<file path="config.mk">
export PLATFORM = sky130hd
export DESIGN_NAME = codec_serial_port
export DESIGN_NICKNAME = d
export VERILOG_FILES = /design/src/shared/codec_pkg.sv /design/src/verilog/codec_serial_port.sv
export SDC_FILE = /design/constraint.sdc
export NUM_CORES = 1
export LEC_CHECK = 0
export BUFFER_PORTS_ARGS = -buffer_cell sky130_fd_sc_hd__buf_2
export CORE_MARGIN = 5
export CORE_UTILIZATION = 28
export DETAILED_ROUTE_END_ITERATION = 7
export SLEW_MARGIN = 20
export SYNTH_ARGS = -nofsm -noshare
export SYNTH_HDL_FRONTEND = slang
export SYNTH_SLANG_ARGS = --single-unit
</file>
<file path="constraint.sdc">
create_clock -name clk_i -period 5.7 [get_ports clk_i]
set_input_delay 1.14 -clock clk_i [delete_from_list [all_inputs] [get_ports clk_i]]
set_output_delay 1.14 -clock clk_i [all_outputs]
set_load 0.005 [all_outputs]
</file>
<file path="src/shared/codec_pkg.sv">
// Shared constants, register map and packed carriers for the codec serial port.
package codec_pkg;

  // ---------------------------------------------------------------------------
  // Timing
  // ---------------------------------------------------------------------------
  localparam int CLK_HZ = 50_000_000;
  localparam int SETTLE_MS = 50;
  localparam int SETTLE_CYCLES = SETTLE_MS * (CLK_HZ / 1000);
  localparam int SCLK_TIMEOUT = 255;
  localparam int BCLK_HALF_BASE = 4;

  // ---------------------------------------------------------------------------
  // Register map (byte addresses) and widths
  // ---------------------------------------------------------------------------
  localparam logic [7:0] REG_TX = 8'h00;
  localparam logic [7:0] REG_RX = 8'h04;
  localparam logic [7:0] REG_STATUS = 8'h08;
  localparam logic [7:0] REG_CTRL = 8'h0c;
  localparam int CW_W = 24;
  localparam int SLOT_BITS = 32;
  localparam logic [1:0] ERR_NONE = 2'h0;
  localparam logic [1:0] ERR_SCLK = 2'h3;
  localparam logic [8:0] BIT_IDLE = 9'h1ff;
  // Version code carried in the status stream; the value is arbitrary.
  localparam logic [3:0] VERSION_ID = 4'h5;

  // ---------------------------------------------------------------------------
  // Types
  // ---------------------------------------------------------------------------
  typedef enum logic [1:0] {
    serial_mode_one,
    serial_mode_two,
    serial_mode_three,
    serial_mode_four
  } serial_mode_t;

  typedef struct packed {
    logic [8:1] multi;
    logic [2:0] mode;
    logic bclk;
    logic fsync;
    logic serial_audio_in;
    logic power_down_n;
    logic di1;
  } pin_in_t;

  typedef struct packed {
    logic [3:0] dout;
    logic [5:0] atten_l;
    logic [5:0] atten_r;
    logic [1:0] gain_l;
    logic [1:0] gain_r;
    logic mute;
    logic insel;
    logic mask;
    logic spare;
  } ctrl_word_t;

  typedef struct packed {
    logic [11:0] zero;
    logic [3:0] version;
    logic [3:0] dout;
    logic [3:0] din;
    logic power_down_n;
    logic irq;
    logic conversion_valid_flag;
    logic [1:0] err;
    logic master;
    logic [1:0] mode;
  } status_t;

endpackage : codec_pkg

</file>
<file path="src/verilog/codec_serial_port.sv">
// Digital side of a stereo audio converter: serial audio port, mode pins, control port.
//
// Implementation choices: the address map and register access over Wishbone.
`timescale 1ns/1ps

module codec_serial_port #(
  parameter int SETTLE_CYC = codec_pkg::SETTLE_CYCLES,
  parameter int SCLK_TMO = codec_pkg::SCLK_TIMEOUT
) (
  input wire logic clk_i,
  input wire logic rst_i,
  input wire logic [7:0] wb_adr_i,
  input wire logic [31:0] wb_dat_i,
  input wire logic [3:0] wb_sel_i,
  input wire logic wb_we_i,
  input wire logic wb_cyc_i,
  input wire logic wb_stb_i,
  output logic [31:0] wb_dat_o,
  output logic wb_ack_o,
  input wire logic mode_select_a_i,
  input wire logic mode_select_b_i,
  input wire logic mode_select_c_i,
  input wire logic [8:1] multi_pin_i,
  output logic [8:1] multi_pin_o,
  output logic [8:1] multi_pin_oe_o,
  input wire logic bit_clock_i,
  output logic bit_clock_o,
  output logic bit_clock_oe_o,
  input wire logic frame_sync_i,
  output logic frame_sync_o,
  output logic frame_sync_oe_o,
  input wire logic serial_audio_in_i,
  output logic serial_audio_out_o,
  input wire logic par_in_bit_1_i,
  output logic par_out_bit_1_o,
  input wire logic power_down_n_i,
  input wire logic left_clip_flag_i,
  input wire logic right_clip_flag_i
);
  import codec_pkg::*;

  // ---------------------------------------------------------------------------
  // Helpers
  // ---------------------------------------------------------------------------
  // Gives {in slot, position} for a frame bit index.
  function automatic logic [5:0] slot_pos(logic [8:0] b, logic m4, logic [1:0] slot,
                                          logic [8:0] len);
    logic hit;
    hit = (b < len) & (m4 ? (b[6:5] == slot) : ((b[7:6] == slot) & ~b[5]));
    slot_pos = {hit, b[4:0]};
  endfunction : slot_pos

  // Next bit index of a frame, wrapping to zero after its last bit.
  function automatic logic [8:0] wrap_next(logic [8:0] b, logic [8:0] len);
    wrap_next = (b + 9'h1 >= len) ? 9'h0 : b + 9'h1;
  endfunction : wrap_next

  // ---------------------------------------------------------------------------
  // Input synchronisers
  // ---------------------------------------------------------------------------
  pin_in_t pin_raw;
  pin_in_t meta_ff;
  pin_in_t sync_ff;

  assign pin_raw = {multi_pin_i, mode_select_c_i, mode_select_b_i, mode_select_a_i,
                    bit_clock_i, frame_sync_i, serial_audio_in_i, power_down_n_i,
                    par_in_bit_1_i};

  // Every pin but the two clip flags passes two flops; only the second stage is read.
  always_ff @(posedge clk_i) begin
    if (rst_i) begin
      meta_ff <= '0;
      sync_ff <= '0;
    end else begin
      meta_ff <= pin_raw;
      sync_ff <= meta_ff;
    end
  end

  // ---------------------------------------------------------------------------
  // Mode decode
  // ---------------------------------------------------------------------------
  serial_mode_t mode;
  logic is_m12;
  logic is_m3;
  logic is_m4;
  logic master;
  logic [2:0] fs_code;
  logic [1:0] my_slot;
  logic [8:0] frame_bits;
  logic [3:0] din;
  logic [8:1] mp;

  // Third select high picks mode four; otherwise the low pair picks one to three.
  assign mp = sync_ff.multi;
  assign mode = sync_ff.mode[2] ? serial_mode_four :
                sync_ff.mode[1] ? serial_mode_three :
                sync_ff.mode[0] ? serial_mode_two : serial_mode_one;
  assign is_m12 = (mode == serial_mode_one) | (mode == serial_mode_two);
  assign is_m3 = (mode == serial_mode_three);
  assign is_m4 = (mode == serial_mode_four);
  assign master = is_m3 ? mp[4] : (is_m4 & sync_ff.mode[0]);
  assign fs_code = is_m4 ? {mp[8], mp[7], mp[6]} : {mp[3], mp[2], mp[1]};
  assign my_slot = (is_m4 & (master | ~mp[6])) ? 2'h0 : {mp[8], mp[7]};
  assign frame_bits = is_m12 ? 9'h100 :
                      is_m3 ? (master ? ((mp[2:1] == 2'h0) ? 9'h040 : 9'h080) :
                               (mp[2] ? 9'h100 : (mp[1] ? 9'h080 : 9'h040))) :
                      master ? 9'h020 :
                      mp[6] ? 9'h080 : (mp[7] ? 9'h040 : 9'h020);
  // Parallel inputs that the current mode routes into the sub-frame.
  assign din = {is_m12 & mp[4], (is_m12 | (is_m3 & ~master)) & mp[3],
                (is_m12 | is_m3) & mp[6], sync_ff.di1};

  // ---------------------------------------------------------------------------
  // Calibration and power-down
  // ---------------------------------------------------------------------------
  logic [31:0] cal_cnt_ff;
  logic cal_busy;
  logic conversion_valid_flag;

  // Reset release or power-down exit reloads the settling and calibration count.
  always_ff @(posedge clk_i) begin
    if (rst_i || !sync_ff.power_down_n) begin
      cal_cnt_ff <= 32'(SETTLE_CYC);
    end else if (cal_cnt_ff != 32'h0) begin
      cal_cnt_ff <= cal_cnt_ff - 32'h1;
    end
  end

  assign cal_busy = (cal_cnt_ff != 32'h0);
  assign conversion_valid_flag = ~cal_busy & sync_ff.power_down_n;

  // ---------------------------------------------------------------------------
  // Master clock and frame sync generation
  // ---------------------------------------------------------------------------
  logic gen_en;
  logic [7:0] half;
  logic [7:0] div_ff;
  logic bclk_ff;
  logic fsync_gen_ff;
  logic [8:0] mbit_ff;
  logic [8:0] nxt_mbit;
  logic gen_fall;

  assign gen_en = master & conversion_valid_flag;
  assign half = 8'(BCLK_HALF_BASE * (int'(fs_code) + 1));
  assign gen_fall = gen_en & bclk_ff & (div_ff == half - 8'h1);
  assign nxt_mbit = wrap_next(mbit_ff, frame_bits);

  // Divides the system clock down to the bit clock while master and calibrated.
  always_ff @(posedge clk_i) begin
    if (rst_i || !gen_en) begin
      div_ff <= 8'h0;
      bclk_ff <= 1'b0;
    end else if (div_ff == half - 8'h1) begin
      div_ff <= 8'h0;
      bclk_ff <= ~bclk_ff;
    end else begin
      div_ff <= div_ff + 8'h1;
    end
  end

  // Sync is high for the first bit of each generated frame after the first.
  always_ff @(posedge clk_i) begin
    if (rst_i || !gen_en) begin
      mbit_ff <= 9'h0;
      fsync_gen_ff <= 1'b0;
    end else if (gen_fall) begin
      mbit_ff <= nxt_mbit;
      fsync_gen_ff <= (nxt_mbit == 9'h0);
    end
  end

  // ---------------------------------------------------------------------------
  // Audio frame tracking
  // ---------------------------------------------------------------------------
  logic bclk_now;
  logic fsync_now;
  logic bprev_ff;
  logic brise;
  logic bfall;
  logic [1:0] fs_hist_ff;
  logic fs_edge;
  logic start;
  logic [8:0] tx_idx;
  logic [8:0] bit_ff;
  logic [8:0] cur_bit;
  logic [5:0] rx_sp;
  logic [5:0] tx_sp;
  logic [31:0] rx_sh_ff;
  logic [31:0] rx_word_ff;
  logic [15:0] tx_sample_ff;
  logic [31:0] tx_word;
  logic serial_audio_out_ff;

  assign bclk_now = master ? bclk_ff : sync_ff.bclk;
  assign fsync_now = master ? fsync_gen_ff : sync_ff.fsync;
  assign brise = bclk_now & ~bprev_ff;
  assign bfall = ~bclk_now & bprev_ff;
  assign fs_edge = fsync_now & ~fs_hist_ff[0];
  // Modes one/two need sync high on two bit clocks; others need a rising edge.
  assign start = is_m12 ? (fsync_now & fs_hist_ff[0] & ~fs_hist_ff[1]) : fs_edge;
  // An idle tracker takes a sync rise as bit zero, so the first bit is not lost.
  // A running tracker wraps at the frame end, so back-to-back frames keep bit zero.
  assign cur_bit = start ? (is_m12 ? 9'h1 : 9'h0) :
                   (bit_ff != BIT_IDLE) ? wrap_next(bit_ff, frame_bits) :
                   (fs_edge ? 9'h0 : BIT_IDLE);
  assign tx_idx = (bit_ff == BIT_IDLE) ? 9'h0 : wrap_next(bit_ff, frame_bits);
  assign rx_sp = slot_pos(cur_bit, is_m4, my_slot, frame_bits);
  assign tx_sp = slot_pos(tx_idx, is_m4, my_slot, frame_bits);
  assign tx_word = {tx_sample_ff, 12'h000, din};

  // Tracks the bit index of the frame on each bit clock rise.
  always_ff @(posedge clk_i) begin
    if (rst_i) begin
      bprev_ff <= 1'b0;
      fs_hist_ff <= 2'h0;
      bit_ff <= BIT_IDLE;
    end else begin
      bprev_ff <= bclk_now;
      if (brise) begin
        fs_hist_ff <= {fs_hist_ff[0], fsync_now};
        bit_ff <= cur_bit;
      end
    end
  end

  // Serial input is taken on the rise inside this device's slot.
  always_ff @(posedge clk_i) begin
    if (rst_i) begin
      rx_sh_ff <= 32'h0;
      rx_word_ff <= 32'h0;
    end else if (brise && rx_sp[5]) begin
      rx_sh_ff <= {rx_sh_ff[30:0], sync_ff.serial_audio_in};
      if (rx_sp[4:0] == 5'h1f) begin
        rx_word_ff <= {rx_sh_ff[30:0], sync_ff.serial_audio_in};
      end
    end
  end

  // Serial output changes on the fall, one bit ahead of the receiver.
  always_ff @(posedge clk_i) begin
    if (rst_i) begin
      serial_audio_out_ff <= 1'b0;
    end else if (bfall) begin
      serial_audio_out_ff <= tx_sp[5] & tx_word[5'h1f - tx_sp[4:0]];
    end
  end

  // ---------------------------------------------------------------------------
  // Bit clock range check
  // ---------------------------------------------------------------------------
  logic [15:0] tmo_ff;
  logic [1:0] err_ff;

  // Slave clock missing for too long reports error three.
  always_ff @(posedge clk_i) begin
    if (rst_i || master || brise || bfall) begin
      tmo_ff <= 16'h0;
      err_ff <= ERR_NONE;
    end else begin
      if (tmo_ff != 16'hffff) begin
        tmo_ff <= tmo_ff + 16'h1;
      end
      err_ff <= (tmo_ff >= 16'(SCLK_TMO)) ? ERR_SCLK : ERR_NONE;
    end
  end

  // ---------------------------------------------------------------------------
  // Control port
  // ---------------------------------------------------------------------------
  logic ctrl_bit_clock;
  logic csel;
  logic [1:0] cprev_ff;
  logic ck_rise;
  logic ck_fall;
  logic sel_rise;
  logic sel_fall;
  logic [CW_W-1:0] cw_sh_ff;
  ctrl_word_t ctrl_word_ff;
  logic [CW_W-1:0] st_sh_ff;
  logic [CW_W-1:0] status_word;
  logic irq_pend_ff;

  assign ctrl_bit_clock = mp[3];
  assign csel = mp[4];
  assign ck_rise = ctrl_bit_clock & ~cprev_ff[1];
  assign ck_fall = ~ctrl_bit_clock & cprev_ff[1];
  assign sel_rise = is_m4 & csel & ~cprev_ff[0];
  assign sel_fall = is_m4 & ~csel & cprev_ff[0];
  assign status_word = {VERSION_ID, err_ff, conversion_valid_flag, left_clip_flag_i, right_clip_flag_i,
                        sync_ff.di1, irq_pend_ff, 13'h0};

  // Shifts control data in and latches it when the select rises.
  always_ff @(posedge clk_i) begin
    if (rst_i) begin
      cprev_ff <= 2'h3;
      cw_sh_ff <= '0;
      ctrl_word_ff <= '0;
    end else begin
      cprev_ff <= {ctrl_bit_clock, csel};
      if (is_m4 && !csel && ck_fall) begin
        cw_sh_ff <= {cw_sh_ff[CW_W-2:0], mp[2]};
      end
      if (sel_rise) begin
        ctrl_word_ff <= cw_sh_ff;
      end
    end
  end

  // Status word loads on select fall and shifts on each control clock rise while select is low.
  always_ff @(posedge clk_i) begin
    if (rst_i) begin
      st_sh_ff <= '0;
    end else if (sel_fall) begin
      st_sh_ff <= status_word;
    end else if (is_m4 && !csel && ck_rise) begin
      st_sh_ff <= {st_sh_ff[CW_W-2:0], 1'b0};
    end
  end

  // ---------------------------------------------------------------------------
  // Interrupt
  // ---------------------------------------------------------------------------
  logic [4:0] evp_ff;
  logic [4:0] ev_now;
  logic ev;

  assign ev_now = {conversion_valid_flag, sync_ff.di1, left_clip_flag_i, right_clip_flag_i, err_ff == ERR_SCLK};
  assign ev = (ev_now[4] ^ evp_ff[4]) | (ev_now[3] ^ evp_ff[3]) |
              (ev_now[2] & ~evp_ff[2]) | (ev_now[1] & ~evp_ff[1]) |
              (~ev_now[0] & evp_ff[0]);

  // A new event wins over the clear made by reading the control port.
  always_ff @(posedge clk_i) begin
    if (rst_i) begin
      evp_ff <= 5'h0;
      irq_pend_ff <= 1'b0;
    end else begin
      evp_ff <= ev_now;
      if (is_m4 && ev) begin
        irq_pend_ff <= 1'b1;
      end else if (sel_fall) begin
        irq_pend_ff <= 1'b0;
      end
    end
  end

  // ---------------------------------------------------------------------------
  // Pin drivers
  // ---------------------------------------------------------------------------
  logic [8:1] nxt_mp_o;
  logic [8:1] nxt_mp_oe;

  assign nxt_mp_o = {3'h0, is_m4 ? 1'b0 : rx_word_ff[1], 2'h0,
                     is_m12 & rx_word_ff[2],
                     is_m4 ? st_sh_ff[CW_W-1] : (is_m12 & rx_word_ff[3])};
  assign nxt_mp_oe = {3'h0, (is_m4 & irq_pend_ff & ~ctrl_word_ff.mask) | is_m12 | is_m3,
                      2'h0, is_m12, is_m12 | is_m4};

  // All pin outputs come from flops.
  always_ff @(posedge clk_i) begin
    if (rst_i) begin
      multi_pin_o <= 8'h00;
      multi_pin_oe_o <= 8'h00;
      bit_clock_oe_o <= 1'b0;
      frame_sync_oe_o <= 1'b0;
    end else begin
      multi_pin_o <= nxt_mp_o;
      multi_pin_oe_o <= nxt_mp_oe;
      bit_clock_oe_o <= master;
      frame_sync_oe_o <= master;
    end
  end

  assign bit_clock_o = bclk_ff;
  assign frame_sync_o = fsync_gen_ff;
  assign serial_audio_out_o = serial_audio_out_ff;
  assign par_out_bit_1_o = rx_word_ff[0];

  // ---------------------------------------------------------------------------
  // Wishbone slave
  // ---------------------------------------------------------------------------
  logic take;
  logic wr_tx;
  logic [31:0] rd_mux;
  status_t status;

  assign take = wb_cyc_i & wb_stb_i & ~wb_ack_o;
  assign wr_tx = wb_cyc_i & wb_stb_i & wb_we_i & wb_ack_o & (wb_adr_i == REG_TX);
  assign status = {12'h000, VERSION_ID, rx_word_ff[3:0], din, ~sync_ff.power_down_n, irq_pend_ff,
                   conversion_valid_flag, err_ff, master, mode};
  assign rd_mux = (wb_adr_i == REG_TX) ? {16'h0000, tx_sample_ff} :
                  (wb_adr_i == REG_RX) ? rx_word_ff :
                  (wb_adr_i == REG_STATUS) ? status :
                  (wb_adr_i == REG_CTRL) ? {8'h00, ctrl_word_ff} : 32'h0;

  // Answers one cycle after the request; writes land on the acknowledged edge.
  always_ff @(posedge clk_i) begin
    if (rst_i) begin
      wb_ack_o <= 1'b0;
      wb_dat_o <= 32'h0;
      tx_sample_ff <= 16'h0;
    end else begin
      wb_ack_o <= take;
      if (take) begin
        wb_dat_o <= rd_mux;
      end
      if (wr_tx && wb_sel_i[0]) begin
        tx_sample_ff[7:0] <= wb_dat_i[7:0];
      end
      if (wr_tx && wb_sel_i[1]) begin
        tx_sample_ff[15:8] <= wb_dat_i[15:8];
      end
    end
  end
endmodule : codec_serial_port

</file>
Word level (Yosys, flattened, before mapping)
Index checks and enable logic that the tools add are counted.
Storage, ports and cells
  bits in latches: 0
  bits in read-only memories: 0
  bits of input ports: 67
  memory bits (writable): 0
  output and inout port bits: 55
  memories kept: 0
  logic and storage cells: 218
  register bits: 310
Operators by class
  equal/unequal tests: 16
  div/mod/pow operators: 0
  $mul: 0
  reductions and logical operators: 26
  muxes and demuxes: 39
  shifts and indexed selects: 0
  bitwise operators: 71
  $lt $le $gt $ge: 6
  $add $sub $neg: 8
Operators with widths (count)
  $mux 9: 10
  $mux 32: 2
  $mux 24: 2
  $mux 23: 2
  $and 1x1->1: 38
  $mux 8: 4
  $reduce_bool 32->1: 1
  $sub 32x1->32 const B: 1
  $not 1->1: 20
  $add 9x1->9 const B: 2
  $ge 9x9->1: 2
  $lt 9x9->1: 2
  $add 16x1->16 const B: 1
  $eq 8x4->1 const B: 2
  $ge 16x8->1 const B: 1
  $ne 16x16->1 const B: 1
  $mux 1: 12
  $or 1x1->1: 11
  $eq 9x9->1 const B: 1
  $logic_not 9->1: 1
  $ne 9x9->1 const B: 1
  $add 8x1->8 const B: 1
  $eq 2x2->1: 4
  $eq 8x3->1 const B: 1
  other kinds (21): 43

Logic depth before layout (Yosys ltp)
Gate-level depths: netlist of the first run.
  depth after elaboration: 19
  depth in mapped cells: 21
  mapped depth without buffers: 17

Least setup slack after synthesis of the first run
Ideal clock, no wire load.
  path kind: register to register
  start point: register sync_ff[7] in the netlist's numbering
  end point: register rx_word_ff[10]
  required time: 5631 ps
  buffers on the path: 4
  clock period less this slack: 4518 ps
  stages on the path, launching flop included: 19
  arrival time: 4449 ps
  path slack: 1182 ps
  library setup time: 69 ps
  path through: dfxtp_1 -> buf_2 -> buf_2 -> clkbuf_1 -> o311ai_0 -> ha_1 -> a21o_1 -> a211oi_1 -> nand3_1 -> a21oi_1 -> ha_1 -> and2_1 -> o311a_1 -> a211oi_1 -> a211oi_1 -> nand4b_1 -> or2_2 -> buf_4 -> o21ai_1
On the way
  cells in the longest elaborated chain, start to end: 17
  elaborated cells on any way between the ends: 38
  those cells by class: order compare: 2; eq/ne: 6; mux: 16; bitwise: 11; reduce/logical: 3
Ends and longest elaborated chain
  from (decl): line codec_serial_port.sv:63  | pin_in_t sync_ff;
  from (signal assigned): line codec_serial_port.sv:76  | sync_ff <= meta_ff;
  $mux 2 *: line codec_serial_port.sv:96  | assign mode = sync_ff.mode[2] ? serial_mode_four :
  $eq 2x2->1: line codec_serial_port.sv:101  | assign is_m4 = (mode == serial_mode_four);
  $and 1x1->1: line codec_serial_port.sv:102  | assign master = is_m3 ? mp[4] : (is_m4 & sync_ff.mode[0]);
  $mux 1: line codec_serial_port.sv:102
  $mux 8 / $mux 9 (equally long branches): line codec_serial_port.sv:108, codec_serial_port.sv:106
  $mux 9: line codec_serial_port.sv:106  | is_m3 ? (master ? ((mp[2:1] == 2'h0) ? 9'h040 : 9'h080) :
  $mux 9: line codec_serial_port.sv:105  | assign frame_bits = is_m12 ? 9'h100 :
  $ge 9x9->1: line codec_serial_port.sv:55  | wrap_next = (b + 9'h1 >= len) ? 9'h0 : b + 9'h1;
  $mux 9: line codec_serial_port.sv:55
  $mux 9: line codec_serial_port.sv:206  | (bit_ff != BIT_IDLE) ? wrap_next(bit_ff, frame_bits) :
  $mux 9 *: line codec_serial_port.sv:205  | assign cur_bit = start ? (is_m12 ? 9'h1 : 9'h0) :
  named net cur_bit[7]: line codec_serial_port.sv:187  | logic [8:0] cur_bit;
  parallel branches: the longest is 3 deep, another holds $lt 9x9->1
  $and 1x1->1 *: line codec_serial_port.sv:49  | hit = (b < len) & (m4 ? (b[6:5] == slot) : ((b[7:6] == slot) & ~b[5]));
  $logic_and 1x1->1 *: line codec_serial_port.sv:233  | end else if (brise && rx_sp[5]) begin
  $reduce_and 2->1 (no source line) *
  to (signal assigned): line codec_serial_port.sv:236  | rx_word_ff <= {rx_sh_ff[30:0], sync_ff.serial_audio_in};
  to (decl): line codec_serial_port.sv:191  | logic [31:0] rx_word_ff;
Mark *: on every way through the listed nets, which the timed path passes.
A chain may end at the register's enable or synchronous reset.

Worst setup path after layout of the first run
  start point: register bit_ff[1]
  end point: register rx_word_ff[29]
On the way
  cells in the longest elaborated chain, start to end: 11
  elaborated cells on any way between the ends: 16
  those cells by class: add/sub: 1; order compare: 2; eq/ne: 4; mux: 4; bitwise: 3; reduce/logical: 2
Ends and longest elaborated chain
  from (decl): line codec_serial_port.sv:186  | logic [8:0] bit_ff;
  from (signal assigned): line codec_serial_port.sv:223  | bit_ff <= cur_bit;
  $add 9x1->9: line codec_serial_port.sv:55
  $ge 9x9->1: line codec_serial_port.sv:55
  $mux 9: line codec_serial_port.sv:55
  $mux 9 *: line codec_serial_port.sv:206
  $mux 9 *: line codec_serial_port.sv:205
  named net cur_bit[7]: line codec_serial_port.sv:187
  parallel branches: the longest is 3 deep, another holds $lt 9x9->1
  $and 1x1->1 *: line codec_serial_port.sv:49
  $logic_and 1x1->1 *: line codec_serial_port.sv:233
  $reduce_and 2->1 (no source line) *
Marked as above.

==> results of run 1 <==
critical path, delay by kind of cell, from the launching register on:
kind / cells / cell delay (ps)
buffers and inverters: 1 / 120
adders and majority gates: 3 / 720
AOI/OAI and AO/OA: 8 / 2150
and+or+nand+nor: 5 / 1620
DFF: 1 / 480
path summary, 6_finish.rpt:
path | from | to | slack, ps | cells after the start
max | bit_ff[1]$_SDFFE_PP1P_ | rx_word_ff[29]$_SDFFE_PP0P_ | 440 | 17
min | meta_ff[1]$_SDFF_PP0_ | sync_ff[1]$_SDFF_PP0_ | 440 | 1
max reg2reg | bit_ff[1]$_SDFFE_PP1P_ | rx_word_ff[29]$_SDFFE_PP0P_ | 440 | 17
min reg2reg | meta_ff[1]$_SDFF_PP0_ | sync_ff[1]$_SDFF_PP0_ | 440 | 1
registers in the layout (all words and copies together), names as in the netlist, 5 cells and up:
register,flops
bit_ff,9
cal_cnt_ff,32
ctrl_word_ff,24
cw_sh_ff,24
div_ff,8
evp_ff,5
mbit_ff,9
meta_ff,15
mp,7
rx_sh_ff,31
rx_word_ff,32
st_sh_ff,11
sync_ff,7
tmo_ff,16
tx_sample_ff,16
wb_dat_o,32
routing by layer:
layer | part of all wire | wire, um | vias to the layer above
met5 | 0 | 0 | -
met4 | 0.027 | 867 | 0
met3 | 0.055 | 1790 | 59
met2 | 0.44 | 14200 | 238
met1 | 0.48 | 15500 | 4930
li1 | - | - | 5227
power breakdown:
part / internal, W / switching, W
Combinational: 0.000152 / 0.000279
Clock: 0.00135 / 0.000872
Sequential: 0.00210 / 0.0000221
Total: 0.00360 / 0.00117
cells in the final DEF, fill, tap and decap left out, drive strengths merged, types with 6 or more instances in the layout:
cell type  Yosys  routed
or4            7       7
o22ai          6       6
conb           1      10
clkinv         0       8
and2           7       7
mux2          11      11
nand3         41      41
or2           10      10
ha            20      20
nor2         147     147
a22oi         18      18
xnor2         21      21
nor3b          6       6
clkbuf        69      48
and3           6       6
o21ai         89      89
o21a          10      10
nand2b        46      46
nor3          27      27
nand3b        14      14
nand2        166     166
inv           19      22
buf           34     104
or3            7       7
a31oi          8       8
mux2i         55      55
xor2          37      37
nor2b         76      76
a221o          7       7
nand4         12      12
dfxtp        297     297
a211oi         8       8
o31ai          6       6
a22o          11      11
nor4          13      13
a222oi        18      18
a21oi         86      86
through the flow:
stage | instances | cell area [sq um] | worst slack (ps)
floorplan | 1482 | 13100 | 1180
detailed placement | 2090 | 13900 | 515
CTS | 2152 | 15100 | 468
global route | 2152 | 15100 | 48.6
global placement | 2090 | 13900 | 589
finish | 2153 | 15100 | 438
cell type report:
cell class / instances / share of cell area
antenna: 1 / 0.000166
clock buffer: 48 / 0.0652
sequential: 297 / 0.394
inverter: 19 / 0.00472
timing repair buffer: 104 / 0.0369
multi-input combinational: 1063 / 0.438
clock inverter: 14 / 0.0111
tap: 607 / 0.0503
cells by family (layout without fill, tap and decap cells):
| logic type | Yosys count | after routing | share of synthesized area |
|---|---|---|---|
| DFF | 297 | 297 | 0.455 |
| buffers and inverters | 122 | 185 | 0.0428 |
| adders and majority gates | 20 | 20 | 0.0191 |
| muxes | 70 | 70 | 0.0585 |
| xor gates and xnor gates | 58 | 58 | 0.0389 |
| AOI/OAI and AO/OA | 306 | 306 | 0.151 |
| and+or+nand+nor | 599 | 599 | 0.234 |
| other | 1 | 11 | 0.000287 |
==> impl_metrics.json, run 1 <==
{
  "critPathRequiredTime_ps": 6070,
  "syn_area_per_cell_sq_um": 8.87,
  "fin_crit_ps": 5260,
  "antenna_found_initial": 1,
  "hold_viol_final": 0,
  "min_period_over_period": 0.923,
  "crit_arrival_ps": 5630,
  "critPathMaxStageDelay_ps": 630,
  "gr-total-overflow": 0,
  "synth_common_cells": "297 x dfxtp_1, 166 x nand2_1, 140 x nor2_1, 86 x a21oi_1, 75 x nor2b_1",
  "register_area_sq_um": 5950,
  "cp-start-kind": "flip-flop",
  "yosysWarnings": 0,
  "synthFlopType": "dfxtp_1",
  "drt-initial-drc-count": 762,
  "cts_resized": 0,
  "synth_top_area_cell": "dfxtp_1",
  "grt_pass1_vias": 10136,
  "ys_top_cells_by_area": "dfxtp_1 45%, nand2_1 4.8%, mux2i_1 4.2%, nor2_1 4.0%, nor2b_1 3.6%",
  "p_per_area_nw_per_um2": 316,
  "path_class": "flip-flop to flip-flop",
  "syn_area_sq_um": 13100,
  "grt_pass1_wl_mm": 53.4,
  "synth_top_cell_area_share": 0.455,
  "grtUsageMet1": 0.176,
  "fp.dieH_um": 226,
  "gp_congestion": 0.841,
  "numCtsBuffers": 34,
  "ys_ff_latch": 297,
  "fin_hold_ws_ps": 436,
  "first_pass_iters": 5,
  "insertion_delay_ps": 520,
  "synth-edff-count": 0,
  "rsz0062_at_grt": "false",
  "wirelength_mm": 32.4,
  "fin_util": 0.326,
  "cts_tree": "done",
  "tightestPinTransition_ps": 1090,
  "htreeDepth": 2,
  "hold_path.class": "flip-flop to flip-flop",
  "grtUsageMet2": 0.196,
  "drc": 0,
  "setup_viol": 0,
  "relSlewSlack": 0.271,
  "nets": 1606,
  "yosysSeqAreaShare": 0.455,
  "hpwl_mm": 22.2,
  "busiest_layer": "met2",
  "cts_sinks": 297,
  "async_flop_share": 0,
  "crit_slowest_cell": "or2_2",
  "status": "finished, final reports clean",
  "post-cts-setup-buffer-count": 0,
  "ant_nets": 0,
  "worst_setup_path_end_kind": "flip-flop",
  "clockBufferDepth": 3,
  "synth.most_common_cell": "dfxtp_1",
  "p_total_w": 0.00478,
  "synthCells": 1473,
  "io-pin-count": 122,
  "final_layout_size_suffix_gt1_frac": 0.134,
  "ys_types": 82,
  "fill_cells": 4773,
  "die_area_sq_um": 51100,
  "clkTransAtPathRegs_ps": 60,
  "track_usage": 0.125,
  "crit_path_cell_trace": "ha_1 > inv_1 > o21a_1 > or2_2 > ha_1 > a21o_1 > a211oi_1 > nand3_1 > a21oi_1 > ha_1 > and2_1 > o311a_1 > a31oi_1 > a211oi_1 > nand4b_1 > or2_2 > o21ai_1",
  "die_w_um": 226,
  "vias_per_cell": 4.86,
  "start_util": 0.282,
  "p_leak_nw": 5.60,
  "wl_per_cell_um": 15.0,
  "via_count": 10454,
  "cap_violations": 0,
  "area_delta_synth_final_pct": 15.5,
  "finalSetupTns_ps": 0,
  "cp_common_cell": "ha_1",
  "hold_buffers": 0,
  "fmax_mhz": 190,
  "finalMaxSlewViolations": 0,
  "grt_max_degree": 80,
  "met3_usage": 0.0214,
  "ir_drop_v": 0.000182,
  "multi_input_area_sq_um": 6610,
  "root_buffer": "clkbuf_16",
  "crit_fanout": 32,
  "fp-row-count": 79,
  "io_buffers": 92,
  "coreArea_sq_um": 46400,
  "fin_worst_skew_ps": 16.7
}
Power figures use the tool's default switching activity.
==> run 2: changes to the inputs <==
- CTS_CLUSTER_DIAMETER: unset -> 40
- MAX_ROUTING_LAYER: unset -> met4
==> run 2 against run 1 <==
  * Critical endpoint unchanged
  * Clock skew up 2.2 ps
  * Register-to-register slack worse by 40 ps
  * Flip-flop and latch count unchanged
  * Via count up 0.91%
==> impl_metrics.json, run 2 (synthesis gave the netlist of run 1 again) <==
{
  "rsz0062_at_grt": "false",
  "final_layout_size_suffix_gt1_frac": 0.143,
  "drc": 0,
  "critPathRequiredTime_ps": 6150,
  "finalSetupTns_ps": 0,
  "fp-row-count": 79,
  "ant_nets": 0,
  "fin_worst_skew_ps": 18.9,
  "vias_per_cell": 4.87,
  "ir_drop_v": 0.000197,
  "hpwl_mm": 22.2,
  "die_area_sq_um": 51100,
  "wl_per_cell_um": 15.1,
  "clockBufferDepth": 3,
  "hold_viol_final": 0,
  "grt_pass1_vias": 10296,
  "fin_crit_ps": 5300,
  "nets": 1615,
  "min_period_over_period": 0.930,
  "path_class": "flip-flop to flip-flop",
  "start_util": 0.282,
  "drt-initial-drc-count": 821,
  "via_count": 10549,
  "worst_setup_path_end_kind": "flip-flop",
  "pre_cts_ws_ps": 515,
  "fin_ws_ps": 401,
  "crit_fanout": 32,
  "fin_hold_ws_ps": 425,
  "insertion_delay_ps": 540,
  "cap_violations": 0,
  "fmax_mhz": 189,
  "io_buffers": 92,
  "wirelength_mm": 32.7,
  "gp_congestion": 0.854,
  "layout_commonest_cell": "dfxtp_1",
  "crit_arrival_ps": 5740,
  "root_buffer": "clkbuf_16",
  "p_per_area_nw_per_um2": 337,
  "numCtsBuffers": 43,
  "track_usage": 0.129,
  "die_w_um": 226,
  "tightestPinTransition_ps": 1130,
  "status": "finished, final reports clean",
  "grt_pass1_wl_mm": 53.7,
  "io-pin-count": 122,
  "hold_buffers": 0,
  "hold_path.class": "flip-flop to flip-flop",
  "antenna_found_initial": 1,
  "p_total_w": 0.00518,
  "clkTransAtPathRegs_ps": 60,
  "relSlewSlack": 0.242,
  "p_leak_nw": 5.71,
  "cts_resized": 0,
  "antenna_cells": 0,
  "fp.dieH_um": 226,
  "gr-total-overflow": 0,
  "first_pass_iters": 6,
  "cp-start-kind": "flip-flop",
  "post-cts-setup-buffer-count": 0,
  "most-common-layout-cells": "297 x dfxtp_1, 166 x nand2_1, 140 x nor2_1",
  "top_regs": "cal_cnt_ff: 32 flops, rx_word_ff: 32 flops, wb_dat_o: 32 flops",
  "cts_tree": "done",
  "cts_sinks": 297,
  "setup_viol": 0,
  "htreeDepth": 2,
  "grt_max_degree": 80,
  "finalMaxSlewViolations": 0,
  "coreArea_sq_um": 46400,
  "fill_cells": 4737,
  "area_delta_synth_final_pct": 17.7,
  "fin_util": 0.332
}
## run 2: worst paths after layout
kind                            endpoint                  start  cells after the start  slack (ps)
max          rx_word_ff[29]$_SDFFE_PP0P_  sync_ff[6]$_SDFF_PP0_                     17         400
min                sync_ff[1]$_SDFF_PP0_  meta_ff[1]$_SDFF_PP0_                      1         430
max reg2reg  rx_word_ff[29]$_SDFFE_PP0P_  sync_ff[6]$_SDFF_PP0_                     17         400
min reg2reg        sync_ff[1]$_SDFF_PP0_  meta_ff[1]$_SDFF_PP0_                      1         430
## run 2: area by class of cell
cell class,instances,area [sq um],area share
clock inverter,26,302,0.0196
timing repair buffer,104,557,0.0362
inverter,19,71.3,0.00464
tap,607,759,0.0494
multi-input combinational,1063,6610,0.430
clock buffer,51,1140,0.0739
sequential,297,5950,0.387
## run 2: critical path, stage by stage, from the launching register on
cell      delay [ps]
dfxtp_1          600
o21ai_0          160
nand2_1          240
o311ai_0         170
buf_4            190
ha_1             290
a21o_1           200
a211oi_1         560
nand3_1          360
a21oi_1          300
ha_1             260
and2_1           150
o311a_1          120
a211oi_1         270
a211oi_1         130
nand4b_1         310
or2_2            610
o21ai_1          260
## run 2: power by group
group,internal (W),switching (W)
registers,0.00210,0.0000223
logic,0.000152,0.000281
clock network,0.00163,0.000992
total,0.00388,0.00130
## run 2: per-stage QoR
| stage | cells | instance area, sq um |
|---|---|---|
| 2_1_floorplan | 1482 | 13100 |
| 3_3_place_gp | 2090 | 13900 |
| 3_5_place_dp | 2090 | 13900 |
| 4_1_cts | 2167 | 15400 |
| 5_1_grt | 2167 | 15400 |
| 6_report | 2167 | 15400 |
## run 2: per-layer routing
layer | GRT usage | wire [um]
met5 | - | 0
met4 | 0.0429 | 916
met3 | 0.0225 | 1740
met2 | 0.197 | 14400
met1 | 0.175 | 15700
==> run 3: changes to the inputs <==
- clock period: 5.7 -> 6.4 ns (I/O delays scaled with it)
==> run 3 against run 2 <==
  * Maximum frequency decreased by 2.8%
  * Worst setup slack improved by 550 ps
  * Via count rose by 0.17%
  * Non-clock buffer count is 1 lower
  * Critical path depth grew 1
  * Worst hold slack gained 2.7 ps
  * Wire length fell by 1.0%
  * Sequential power down 11%
  * Clock-buffer cell count did not move
  * Clock skew decreased by 3.9 ps
==> impl_metrics.json, run 3 (synthesis gave the netlist of run 1 again) <==
{
  "vias_per_cell": 4.87,
  "fin_worst_skew_ps": 15.1,
  "final_layout_size_suffix_gt1_frac": 0.144,
  "wl_per_cell_um": 14.9,
  "drt-initial-drc-count": 788,
  "insertion_delay_ps": 540,
  "die_area_sq_um": 51100,
  "fmax_mhz": 183,
  "gr-total-overflow": 0,
  "fin_crit_ps": 5450,
  "critPathRequiredTime_ps": 6790,
  "io_buffers": 92,
  "min_period_over_period": 0.852,
  "hold_viol_final": 0,
  "r2r_end": "rx_word_ff[28]$_SDFFE_PP0P_",
  "ir_drop_v": 0.000181,
  "area_delta_synth_final_pct": 18.7,
  "clockBufferDepth": 3,
  "cap_violations": 0,
  "r2r_cells": 18,
  "setup_viol": 0,
  "crit_fanout": 32,
  "most-common-layout-cells": "297 x dfxtp_1, 166 x nand2_1, 140 x nor2_1",
  "cts_resized": 0,
  "pre_cts_ws_ps": 1050,
  "tightestPinTransition_ps": 1060,
  "fin_ws_ps": 948,
  "wirelength_mm": 32.4,
  "layout_commonest_cell": "dfxtp_1",
  "p_leak_nw": 5.77,
  "fill_cells": 4692,
  "post-cts-setup-buffer-count": 0,
  "track_usage": 0.128,
  "rr_startpoint": "sync_ff[7]$_SDFF_PP0_",
  "crit_arrival_ps": 5840,
  "grt_pass1_wl_mm": 53.0,
  "nets": 1615,
  "placed_cells": 2089,
  "whs_path_depth": 1,
  "final_cells": 2170,
  "crit_start": "sync_ff[7]$_SDFF_PP0_",
  "drc": 0,
  "gp_congestion": 0.858,
  "p_per_area_nw_per_um2": 311,
  "p_total_w": 0.00482,
  "coreArea_sq_um": 46400,
  "antenna_found_initial": 3,
  "fp-row-count": 79,
  "root_buffer": "clkbuf_16",
  "worst_setup_path_end_kind": "flip-flop",
  "relSlewSlack": 0.282,
  "status": "finished, final reports clean",
  "path_buf_inv": 3,
  "via_count": 10567,
  "start_util": 0.282,
  "critPathMaxStageDelay_ps": 620,
  "clkTransAtPathRegs_ps": 50,
  "die_w_um": 226,
  "critical_path.top_delay_family": "compound AO/OA/AOI/OAI gates",
  "first_pass_iters": 6,
  "hold_path.class": "flip-flop to flip-flop",
  "numCtsBuffers": 44,
  "fp.dieH_um": 226,
  "grt_pass1_vias": 10222,
  "hpwl_mm": 22.0,
  "htreeDepth": 2,
  "hp-start": "meta_ff[1]$_SDFF_PP0_",
  "crit_slowest_cell": "or2_2",
  "finalMaxSlewViolations": 0,
  "cp-start-kind": "flip-flop",
  "rsz0062_at_grt": "false",
  "cts_sinks": 297,
  "fin_util": 0.335,
  "ant_nets": 0,
  "path_class": "flip-flop to flip-flop",
  "cts_tree": "done",
  "rrSetupSlack_ps": 950,
  "top_regs": "cal_cnt_ff: 32 flops, rx_word_ff: 32 flops, wb_dat_o: 32 flops",
  "hold_buffers": 0,
  "crit_path_cell_trace": "buf_4 > inv_1 > nand2_1 > o311ai_0 > buf_4 > ha_1 > a21o_1 > a211oi_1 > nand3_1 > a21oi_1 > ha_1 > and2_1 > o311a_1 > a31oi_1 > a211oi_1 > nand4b_1 > or2_2 > o21ai_1",
  "holdPathEnd": "sync_ff[1]$_SDFF_PP0_",
  "io-pin-count": 122,
  "grt_max_degree": 105,
  "finalSetupTns_ps": 0
}
-- run 3: worst max-delay path by stage --
stage,endpoint,cells after the start,slack (ps)
global placement,rx_word_ff[31]$_SDFFE_PP0P_,18,1130
global route,rx_word_ff[10]$_SDFFE_PP0P_,18,510
CTS,rx_word_ff[28]$_SDFFE_PP0P_,18,1010
finish,rx_word_ff[28]$_SDFFE_PP0P_,18,950
detailed placement,rx_word_ff[31]$_SDFFE_PP0P_,18,1050
floorplan,rx_word_ff[10]$_SDFFE_PP0P_,18,1880
-- run 3: power by group --
| part | switching [W] | internal [W] |
|---|---|---|
| clock | 0.000888 | 0.00166 |
| combinational | 0.000253 | 0.000136 |
| sequential | 0.0000190 | 0.00187 |
| total | 0.00116 | 0.00366 |
-- run 3: area by class of cell --
class	instances	area [sq um]	share of cell area
timing repair buffer	103	549	0.0354
clock buffer	51	1180	0.0760
clock inverter	28	399	0.0257
multi-input combinational	1063	6610	0.426
antenna	2	5.00	0.000323
tap	607	759	0.0489
sequential	297	5950	0.383
inverter	19	71.3	0.00460
-- run 3: through the flow --
stage | hold slack (ps) | cell area [sq um]
global placement | 426 | 13900
finish | 428 | 15500
global route | 449 | 15500
CTS | 430 | 15500
detailed placement | 425 | 13900
floorplan | 414 | 13100
-- run 3: layer usage --
layer  vias to the layer above  track usage  share of wire
met5                         -            -              0
met1                      4973        0.173           0.48
met4                         0       0.0388          0.024
met3                        65       0.0224          0.054
li1                       5265            -              -
met2                       264        0.195           0.45
